### config.mk
export PLATFORM = sky130hd
export DESIGN_NAME = tlf_fault_resp
export DESIGN_NICKNAME = d
export VERILOG_FILES = /design/src/design/tlf_pkg.sv /design/src/design/tlf_fault_resp.sv /design/src/design/tlf_lin_cmp.sv
export VERILOG_INCLUDE_DIRS = /design/src /design/src/design
export SDC_FILE = /design/constraint.sdc
export NUM_CORES = 1
export LEC_CHECK = 0
export ABC_AREA = 0
export BUFFER_PORTS_ARGS = -buffer_cell sky130_fd_sc_hd__buf_2
export CAP_MARGIN = 15
export CORE_ASPECT_RATIO = 0.9
export CORE_MARGIN = 2
export CORE_UTILIZATION = 50
export CTS_CLUSTER_DIAMETER = 30
export DETAILED_ROUTE_END_ITERATION = 8
export PLACE_DENSITY = 0.67
export RECOVER_POWER = 50
export SYNTH_ARGS = -nofsm -noshare
export SYNTH_HDL_FRONTEND = slang
export SYNTH_SLANG_ARGS = --single-unit
### constraint.sdc
create_clock -name clock_in -period 6.7 [get_ports clock_in]
set_input_delay 1.34 -clock clock_in [delete_from_list [all_inputs] [get_ports clock_in]]
set_output_delay 1.34 -clock clock_in [all_outputs]
set_load 0.05 [all_outputs]
### src/design/tlf_defs.svh
`ifndef TLF_DEFS_SVH
`define TLF_DEFS_SVH

// command codes of the limit and response registers
`define TLF_CMD_OT_WARN 8'h51
`define TLF_CMD_UT_WARN 8'h52
`define TLF_CMD_UT_FAULT 8'h53
`define TLF_CMD_UT_RESP 8'h54

// reset values, linear format: +125, -35, -40 degrees, disable without retry
`define TLF_RST_OT_WARN 16'h007D
`define TLF_RST_UT_WARN 16'h07DD
`define TLF_RST_UT_FAULT 16'h07D8
`define TLF_RST_UT_RESP 8'h80

// response byte field positions
`define TLF_RESP_MODE_LSB 6
`define TLF_RESP_RETRY_LSB 3
`define TLF_RESP_DELAY_LSB 0

// response modes and retry codes
`define TLF_MODE_IGNORE 2'h0
`define TLF_MODE_DELAY 2'h1
`define TLF_MODE_RETRY 2'h2
`define TLF_MODE_LATCH 2'h3
`define TLF_RETRY_NONE 3'h0
`define TLF_RETRY_CONT 3'h7

// linear format: exponent bias that makes the shift non-negative
`define TLF_LIN_FRAC_BITS 16

// delay time unit and clock rate
`define TLF_CLK_MHZ 250
`define TLF_UNIT_TIME_US 1000

`endif

### src/design/tlf_pkg.sv
package tlf_pkg;

    // linear-format word: signed exponent over signed mantissa
    typedef struct packed {
        logic [4:0] expo;
        logic [10:0] mant;
    } tlf_lin_t;

    // fault response byte
    typedef struct packed {
        logic [1:0] mode;
        logic [2:0] retries;
        logic [2:0] delay;
    } tlf_resp_t;

    // supervision states, one-hot
    typedef enum logic [3:0] {
        TLF_ST_RUN = 4'h1,
        TLF_ST_DELAY = 4'h2,
        TLF_ST_WAIT = 4'h4,
        TLF_ST_LATCHED = 4'h8
    } tlf_state_t;

    // host command port
    typedef struct packed {
        logic wr_en;
        logic rd_en;
        logic [7:0] code;
        logic [15:0] wdata;
    } tlf_cmd_t;

endpackage : tlf_pkg

### src/design/tlf_fault_resp.sv
`timescale 1ns/1ns
`include "tlf_defs.svh"

module tlf_fault_resp #(
    parameter int UNIT_CYCLES = `TLF_UNIT_TIME_US * `TLF_CLK_MHZ
) (
    input wire logic clock_in,
    input wire logic arst_n_in,
    input wire tlf_pkg::tlf_cmd_t cmd_in,
    input wire logic clear_faults_in,
    input wire logic clear_status_in,
    input wire logic op_on_in,
    input wire logic ctrl_pin_in,
    input wire logic bias_ok_in,
    input wire tlf_pkg::tlf_lin_t temp_in,
    input wire logic temp_valid_in,
    input wire logic other_fault_in,
    output logic [15:0] rd_data_out,
    output logic rd_valid_out,
    output logic output_en_out,
    output logic ut_fault_out,
    output logic ut_warn_out,
    output logic ot_warn_out,
    output tlf_pkg::tlf_state_t state_out
);

    // number of delay units for a 3-bit code
    function automatic logic [7:0] unit_mult(input logic [2:0] code);
        return 8'h01 << code;
    endfunction : unit_mult

    // attempts allowed for a retry code; continuous is handled apart
    function automatic logic [2:0] retry_limit(input logic [2:0] code);
        return code;
    endfunction : retry_limit

    logic [1:0] rst_sync_q;
    logic rst_n;
    logic [1:0] ctrl_sync_q;
    logic [1:0] bias_sync_q;
    logic ctrl_s;
    logic bias_s;

    // reset released through two flops
    always_ff @(posedge clock_in or negedge arst_n_in) begin
        if (!arst_n_in) begin
            rst_sync_q <= 2'h0;
        end else begin
            rst_sync_q <= {rst_sync_q[0], 1'b1};
        end
    end
    assign rst_n = rst_sync_q[1];

    // pin inputs pass two flops; bias reads as lost until seen
    always_ff @(posedge clock_in or negedge rst_n) begin
        if (!rst_n) begin
            ctrl_sync_q <= 2'h0;
            bias_sync_q <= 2'h0;
        end else begin
            ctrl_sync_q <= {ctrl_sync_q[0], ctrl_pin_in};
            bias_sync_q <= {bias_sync_q[0], bias_ok_in};
        end
    end
    assign ctrl_s = ctrl_sync_q[1];
    assign bias_s = bias_sync_q[1];

    tlf_pkg::tlf_lin_t ot_warn_q;
    tlf_pkg::tlf_lin_t ut_warn_q;
    tlf_pkg::tlf_lin_t ut_fault_lim_q;
    tlf_pkg::tlf_resp_t resp_q;

    // command decode
    wire logic hit_ot = cmd_in.code == `TLF_CMD_OT_WARN;
    wire logic hit_utw = cmd_in.code == `TLF_CMD_UT_WARN;
    wire logic hit_utf = cmd_in.code == `TLF_CMD_UT_FAULT;
    wire logic hit_resp = cmd_in.code == `TLF_CMD_UT_RESP;

    // limit and response registers; unmapped codes are ignored
    always_ff @(posedge clock_in or negedge rst_n) begin
        if (!rst_n) begin
            ot_warn_q <= `TLF_RST_OT_WARN;
            ut_warn_q <= `TLF_RST_UT_WARN;
            ut_fault_lim_q <= `TLF_RST_UT_FAULT;
            resp_q <= `TLF_RST_UT_RESP;
        end else if (cmd_in.wr_en) begin
            if (hit_ot) ot_warn_q <= cmd_in.wdata;
            if (hit_utw) ut_warn_q <= cmd_in.wdata;
            if (hit_utf) ut_fault_lim_q <= cmd_in.wdata;
            if (hit_resp) resp_q <= cmd_in.wdata[7:0];
        end
    end

    // read mux; byte register sits in the low bits, unmapped reads zero
    wire logic [15:0] rd_mux = hit_ot ? ot_warn_q :
                              hit_utw ? ut_warn_q :
                              hit_utf ? ut_fault_lim_q :
                              hit_resp ? {8'h00, resp_q} : 16'h0000;

    always_ff @(posedge clock_in or negedge rst_n) begin
        if (!rst_n) begin
            rd_data_out <= 16'h0000;
            rd_valid_out <= 1'b0;
        end else begin
            rd_valid_out <= cmd_in.rd_en;
            if (cmd_in.rd_en) rd_data_out <= rd_mux;
        end
    end

    // temperature against the three limits
    logic below_fault;
    logic below_warn;
    logic above_warn;

    tlf_lin_cmp u_cmp_fault (
        .a_in(temp_in),
        .b_in(ut_fault_lim_q),
        .a_lt_b_out(below_fault)
    );
    tlf_lin_cmp u_cmp_utw (
        .a_in(temp_in),
        .b_in(ut_warn_q),
        .a_lt_b_out(below_warn)
    );
    tlf_lin_cmp u_cmp_otw (
        .a_in(ot_warn_q),
        .b_in(temp_in),
        .a_lt_b_out(above_warn)
    );

    logic fault_cond_q;
    logic run_q;

    // clear sources; bias loss holds the clear for as long as it lasts
    wire logic run_cmd = ctrl_s & op_on_in & bias_s;
    wire logic run_rise = run_cmd & ~run_q;
    wire logic clr_evt = clear_faults_in | clear_status_in | run_rise | ~bias_s;
    wire logic fault_new = temp_valid_in & below_fault;

    // condition levels follow each reading; flags are only reported
    always_ff @(posedge clock_in or negedge rst_n) begin
        if (!rst_n) begin
            fault_cond_q <= 1'b0;
            ut_warn_out <= 1'b0;
            ot_warn_out <= 1'b0;
            run_q <= 1'b0;
        end else begin
            run_q <= run_cmd;
            if (temp_valid_in) begin
                fault_cond_q <= below_fault;
                ut_warn_out <= below_warn;
                ot_warn_out <= above_warn;
            end
        end
    end

    // sticky status; a new fault wins over a clear in the same cycle
    always_ff @(posedge clock_in or negedge rst_n) begin
        if (!rst_n) begin
            ut_fault_out <= 1'b0;
        end else if (fault_new) begin
            ut_fault_out <= 1'b1;
        end else if (clr_evt) begin
            ut_fault_out <= 1'b0;
        end
    end

    tlf_pkg::tlf_state_t st_q;
    tlf_pkg::tlf_state_t st_d;
    logic [31:0] tmr_q;
    logic [31:0] tmr_d;
    logic [2:0] left_q;
    logic [2:0] left_d;

    // interval in cycles: delay units times the unit length
    wire logic [31:0] interval_cyc = 32'(UNIT_CYCLES) * {24'h000000, unit_mult(resp_q.delay)};
    wire logic [31:0] tmr_load = interval_cyc - 32'h00000001;
    wire logic expire = tmr_q == 32'h00000000;
    wire logic cont = resp_q.retries == `TLF_RETRY_CONT;
    wire logic no_retry = resp_q.retries == `TLF_RETRY_NONE;
    wire logic shut = fault_cond_q | fault_new;

    // response sequencer
    always_comb begin
        st_d = st_q;
        tmr_d = expire ? tmr_q : tmr_q - 32'h00000001;
        left_d = left_q;
        unique case (st_q)
            tlf_pkg::TLF_ST_RUN: begin
                if (fault_new) begin
                    unique case (resp_q.mode)
                        `TLF_MODE_IGNORE: st_d = tlf_pkg::TLF_ST_RUN;
                        `TLF_MODE_DELAY: begin
                            st_d = tlf_pkg::TLF_ST_DELAY;
                            tmr_d = tmr_load;
                        end
                        `TLF_MODE_RETRY: begin
                            st_d = no_retry ? tlf_pkg::TLF_ST_LATCHED : tlf_pkg::TLF_ST_WAIT;
                            tmr_d = tmr_load;
                            left_d = retry_limit(resp_q.retries);
                        end
                        `TLF_MODE_LATCH: st_d = tlf_pkg::TLF_ST_LATCHED;
                    endcase
                end
            end
            tlf_pkg::TLF_ST_DELAY: begin
                if (expire) begin
                    // fault gone at the end of the delay: carry on running
                    if (!shut) begin
                        st_d = tlf_pkg::TLF_ST_RUN;
                    end else begin
                        st_d = no_retry ? tlf_pkg::TLF_ST_LATCHED : tlf_pkg::TLF_ST_WAIT;
                        tmr_d = tmr_load;
                        left_d = retry_limit(resp_q.retries);
                    end
                end
            end
            tlf_pkg::TLF_ST_WAIT: begin
                // another fault shutting the unit down ends the retries too
                if (other_fault_in) begin
                    st_d = tlf_pkg::TLF_ST_LATCHED;
                end else if (expire) begin
                    if (!shut) begin
                        st_d = tlf_pkg::TLF_ST_RUN;
                    end else if (cont || left_q > 3'h1) begin
                        tmr_d = tmr_load;
                        left_d = cont ? left_q : left_q - 3'h1;
                    end else begin
                        st_d = tlf_pkg::TLF_ST_LATCHED;
                    end
                end
            end
            tlf_pkg::TLF_ST_LATCHED: st_d = tlf_pkg::TLF_ST_LATCHED;
            default: st_d = tlf_pkg::TLF_ST_LATCHED;
        endcase
        // any clearing action restarts supervision from running
        if (clr_evt) begin
            st_d = tlf_pkg::TLF_ST_RUN;
            tmr_d = 32'h00000000;
        end
    end

    wire logic out_on_d = run_cmd & (st_d == tlf_pkg::TLF_ST_RUN | st_d == tlf_pkg::TLF_ST_DELAY);

    always_ff @(posedge clock_in or negedge rst_n) begin
        if (!rst_n) begin
            st_q <= tlf_pkg::TLF_ST_RUN;
            tmr_q <= 32'h00000000;
            left_q <= 3'h0;
            output_en_out <= 1'b0;
        end else begin
            st_q <= st_d;
            tmr_q <= tmr_d;
            left_q <= left_d;
            output_en_out <= out_on_d;
        end
    end
    assign state_out = st_q;

    chk_ignore_runs: assert property (@(posedge clock_in) disable iff (!rst_n)
        st_q == tlf_pkg::TLF_ST_RUN && fault_new && resp_q.mode == `TLF_MODE_IGNORE && run_cmd
        |=> st_q == tlf_pkg::TLF_ST_RUN && output_en_out)
        else $error("ignore mode left run state");

    chk_delay_keeps_on: assert property (@(posedge clock_in) disable iff (!rst_n)
        st_q == tlf_pkg::TLF_ST_RUN && fault_new && resp_q.mode == `TLF_MODE_DELAY && !clr_evt && run_cmd
        |=> st_q == tlf_pkg::TLF_ST_DELAY && output_en_out && tmr_q == $past(tmr_load))
        else $error("delay mode did not keep output on");

    chk_disable_at_once: assert property (@(posedge clock_in) disable iff (!rst_n)
        st_q == tlf_pkg::TLF_ST_RUN && fault_new && resp_q.mode == `TLF_MODE_RETRY && !clr_evt
        |=> !output_en_out && st_q != tlf_pkg::TLF_ST_RUN)
        else $error("retry mode did not disable output");

    chk_latch_holds: assert property (@(posedge clock_in) disable iff (!rst_n)
        st_q == tlf_pkg::TLF_ST_LATCHED && !clr_evt |=> st_q == tlf_pkg::TLF_ST_LATCHED && !output_en_out)
        else $error("latched fault released without clear");

    chk_clear_resumes: assert property (@(posedge clock_in) disable iff (!rst_n)
        clr_evt && !fault_new |=> st_q == tlf_pkg::TLF_ST_RUN && !ut_fault_out)
        else $error("clear did not restore run state");

    chk_no_retry_latch: assert property (@(posedge clock_in) disable iff (!rst_n)
        st_q == tlf_pkg::TLF_ST_RUN && fault_new && resp_q.mode == `TLF_MODE_RETRY && no_retry && !clr_evt
        |=> st_q == tlf_pkg::TLF_ST_LATCHED)
        else $error("zero retries did not latch off");

    chk_retry_count: assert property (@(posedge clock_in) disable iff (!rst_n)
        st_q == tlf_pkg::TLF_ST_WAIT && $past(st_q) != tlf_pkg::TLF_ST_WAIT
        |-> left_q == $past(resp_q.retries) && tmr_q == $past(tmr_load))
        else $error("retry count or interval wrong at start");

    chk_retries_spent: assert property (@(posedge clock_in) disable iff (!rst_n)
        st_q == tlf_pkg::TLF_ST_WAIT && expire && shut && !cont && left_q == 3'h1 && !clr_evt
        |=> st_q == tlf_pkg::TLF_ST_LATCHED ##1 !output_en_out)
        else $error("exhausted retries did not latch off");

    chk_retry_forever: assert property (@(posedge clock_in) disable iff (!rst_n)
        st_q == tlf_pkg::TLF_ST_WAIT && expire && shut && cont && !clr_evt && !other_fault_in
        |=> st_q == tlf_pkg::TLF_ST_WAIT && tmr_q == $past(tmr_load))
        else $error("continuous retry stopped");

    chk_fault_sticky: assert property (@(posedge clock_in) disable iff (!rst_n)
        fault_new |=> ut_fault_out && fault_cond_q)
        else $error("fault reading not flagged");

endmodule : tlf_fault_resp

### src/design/tlf_lin_cmp.sv
`timescale 1ns/1ns
`include "tlf_defs.svh"

// signed compare of two linear-format words
module tlf_lin_cmp (
    input wire tlf_pkg::tlf_lin_t a_in,
    input wire tlf_pkg::tlf_lin_t b_in,
    output wire logic a_lt_b_out
);

    // scale to one fixed point; 11-bit mantissa shifted up to 31 fits in 43 bits
    function automatic logic signed [42:0] to_fix(input tlf_pkg::tlf_lin_t v);
        logic signed [42:0] m;
        logic [4:0] sh;
        m = {{32{v.mant[10]}}, v.mant};
        sh = {~v.expo[4], v.expo[3:0]}; // exponent plus the bias
        return m <<< sh;
    endfunction : to_fix

    wire logic signed [42:0] a_fix = to_fix(a_in);
    wire logic signed [42:0] b_fix = to_fix(b_in);

    assign a_lt_b_out = a_fix < b_fix;

endmodule : tlf_lin_cmp

==> impl_metrics.py <==
metrics = {
    "run": {
        "number_of_max_capacitance_violations_reported": 2,
    },
    "yosys": {
        "ys_seq_elements": 124,
        "synth_cell_types": 75,
        "seq_area_frac_synth": 0.224,
        "netlist_instances": 1738,
        "postSynthAreaPerCell_um2": 8.06,
        "syn-cell-area_um2": 14000,
        "asyncSetResetFlopFracSynth": 1.00,
        "synth.largest_area_cell": "dfrtp_1",
        "synth.area.top_cells": "dfrtp_1 (18%), ha_1 (15%), mux2_2 (5.9%), nand2_1 (5.1%), mux2i_1 (5.0%)",
        "synth_edf_count": 0,
        "synth_ff_type": "dfrtp_1",
        "post-synth-top-area-fraction": 0.179,
        "yosysWarningCount": 0,
    },
    "placed_design": {
        "finalWeightedCongestion": 1.00,
        "pre_cts_worst_setup_slack_ns": 0.348,
        "placement.io_buffers": 75,
        "hpwlAfterDp_mm": 35.1,
        "detailed_place.area_um2": 14600,
    },
    "grt": {
        "grt_first_pass_wirelength_mm": 68.8,
        "grt_max_degree": 66,
        "gr-usage-met1": 0.446,
        "groute.layer.met3.usage": 0.0479,
        "top_usage_layer": "met2",
        "grtUsageMet2": 0.453,
        "grt-ovfl-total": 0,
        "initial_antenna_violation_count": 0,
        "grt_use_total": 0.297,
        "grt_pass1_vias": 12203,
    },
    "floorplanning": {
        "initial_core_util": 0.505,
        "fp.dieArea_um2": 29400,
        "coreArea_um2": 27700,
        "floorplan.die.height_um": 163,
        "design.portCount": 76,
        "die_width_um": 180,
        "floorplan.rows": 58,
    },
    "detailed_routing": {
        "drt-wirelength-per-cell_um": 20.5,
        "vias": 13223,
        "dr.first_iter.drc_count": 1493,
        "ant_nets": 0,
        "wirelength_mm": 43.7,
        "post_drt_via_cell_ratio": 6.20,
        "remaining_drc_errors": 0,
        "drt-pass1-iter-count": 6,
    },
    "hold_path": {
        "hp-start": "rst_sync_q[0]",
        "timing.hold.worst_endpoint": "rst_sync_q[1]",
        "min_path_type": "flip-flop to flip-flop",
        "timing.hold.worst_path_depth": 0,
    },
    "pwr": {
        "power.density_cell_area_nw_per_um2": 325,
        "vdd_drop_max_v": 0.000338,
        "power_leakage_uw": 0.00718,
    },
    "cells_and_area": {
        "layout.cell_area.non_filler_um2": 15300,
        "syn2layout_area_growth_pct": 8.97,
        "fin_nets": 1995,
        "diodes": 0,
        "final_layout_size_suffix_gt1_frac": 0.134,
    },
    "worst_setup_path": {
        "regToRegStartpoint": "ut_fault_lim_q[12]",
        "cp_max_fo": 16,
        "timing.critical_path.to_type": "flip-flop",
        "cp_data_required_time_ns": 6.95,
        "timing.reg2reg.worst_path_depth": 15,
        "register_to_register_setup_slack_ns": 0.84,
        "worst_ep_arrival_time_ns": 6.29,
        "crit-reg2reg-capture": "tmr_q[12]",
        "launching_element_type_of_the_critical_path": "input port",
        "setup.worst_path.class": "input port to flip-flop",
    },
    "timing": {
        "hold_slack_ns": 0.352,
        "max_slew.worst_pin.slew_ns": 3.42,
        "timing.final.hold_violations": 0,
        "finalCritPeriodShare": 0.902,
        "fin_crit_ns": 6.04,
        "max-slew-margin-rel": -1.28,
        "setup_viol": 0,
        "rsz0062_at_grt": "false",
        "timing.fmax_mhz": 165,
        "setup_tns_ns": 0,
        "finalMaxSlewViolations": 125,
        "setup_slack_ns": 0.655,
        "worst_clock_skew_ns": 0.0111,
    },
    "clock_network": {
        "cts_made_buffers": 17,
        "clock-sinks": 124,
        "post_cts_buffers": 0,
        "htree_num_levels": 4,
        "insertion_delay_ns": 0.42,
        "clkSlewWorstSetupHoldPaths_ns": 0.06,
        "tritoncts_clock_tree": "done",
        "cts.hold.buffers_added": 0,
        "max_clock_buf_depth": 2,
        "clock_tree.root_cell": "clkbuf_16",
        "post_cts_resized": 0,
    },
    "run_status": {
        "failed_checks": "capacitance limit, slew limit",
        "run_status": "finished, violations left",
    },
}
[cell usage in the layout (no fill, tap or decap), types with 36 or more instances in the layout]
master   count
nor3_1      36
xnor2_1     40
dfrtp_1    100
ha_1       173
inv_1      110
o21ai_0    128
nor2_1     146
a21oi_1    117
mux2i_1     70
nand2_1    190
mux2_2      73
buf_2       68
[sequential cells by signal (all words and copies together) (netlist names), 2 cells and up]
signal / count
ut_warn_q: 16
resp_q: 8
state_out: 4
tmr_q: 32
ot_warn_q: 16
ctrl_sync_q: 2
left_q: 3
rst_sync_q: 2
ut_fault_lim_q: 16
rd_data_out: 16
bias_sync_q: 2
[layout make-up]
cell class	instances	area [um2]
fill	2603	12500
multi-input combinational	1419	10100
sequential	124	3130
timing repair buffer	89	468
tap	360	450
clock buffer	18	429
inverter	110	413
clock inverter	14	230
[Yosys cell counts (all sizes together), types with 24 or more instances]
cell	n
mux2	73
dfrtp	100
nor2	146
o21ai	128
nand4	26
nand2	190
xnor2	40
nor3	36
mux2i	70
dfstp	24
inv	110
a21o	34
ha	173
a21oi	117
clkbuf	81
[critical path, stage by stage]
cell and delay (ns):
buf_2 0.30, mux2_2 0.39, a21oi_1 0.31, nor2_1 0.07
a21oi_1 0.19, a21oi_1 0.13, a21boi_0 0.33, inv_1 0.12
ha_1 0.31, nand2_1 0.06, nor2_1 0.15, nand3_1 0.14
or4_1 0.56, a41o_1 0.29, a222oi_1 0.62, nor2_1 0.21
nor2_1 0.58, a211oi_1 0.19
[per-layer routing]
layer,up-vias,routed length [um]
met4,0,575
met2,530,18800
li1,6352,-
met3,39,3650
met5,-,0
met1,6302,20600
[per-stage QoR]
stage,cells,power (uW),utilization
detailed placement,2102,3850,0.527
floorplan,1746,3250,-
finish,2134,4960,0.551
global route,2134,5330,0.551
CTS,2134,4940,0.551
global placement,2102,3840,0.527
[worst max path at each step]
stage	start	end	slack (ns)	cells after the start
2_1_floorplan	temp_in[11]	tmr_q[23]	1.09	22
3_3_place_gp	temp_in[11]	tmr_q[13]	0.51	18
3_5_place_dp	temp_in[11]	tmr_q[22]	0.35	18
4_1_cts	temp_in[11]	tmr_q[21]	0.77	18
5_1_grt	temp_in[11]	tmr_q[22]	0.29	18
6_report	temp_in[11]	tmr_q[12]	0.66	18
[power by group]
| group | internal [uW] | switching, uW | total [uW] |
|---|---|---|---|
| sequential | 867 | 158 | 1030 |
| combinational | 1160 | 1730 | 2890 |
| clock | 672 | 376 | 1050 |
[cell families after synthesis]
kind of cell	after synthesis	synth area share
and+or+nand+nor	556	0.191
AOI/OAI and AO/OA	468	0.211
buffers and inverters	203	0.0550
adders and majority gates	183	0.169
muxes	147	0.115
DFF	124	0.224
xor gates and xnor gates	55	0.0344
other	2	0.000536
No activity file was read; power rests on OpenSTA's default activity.
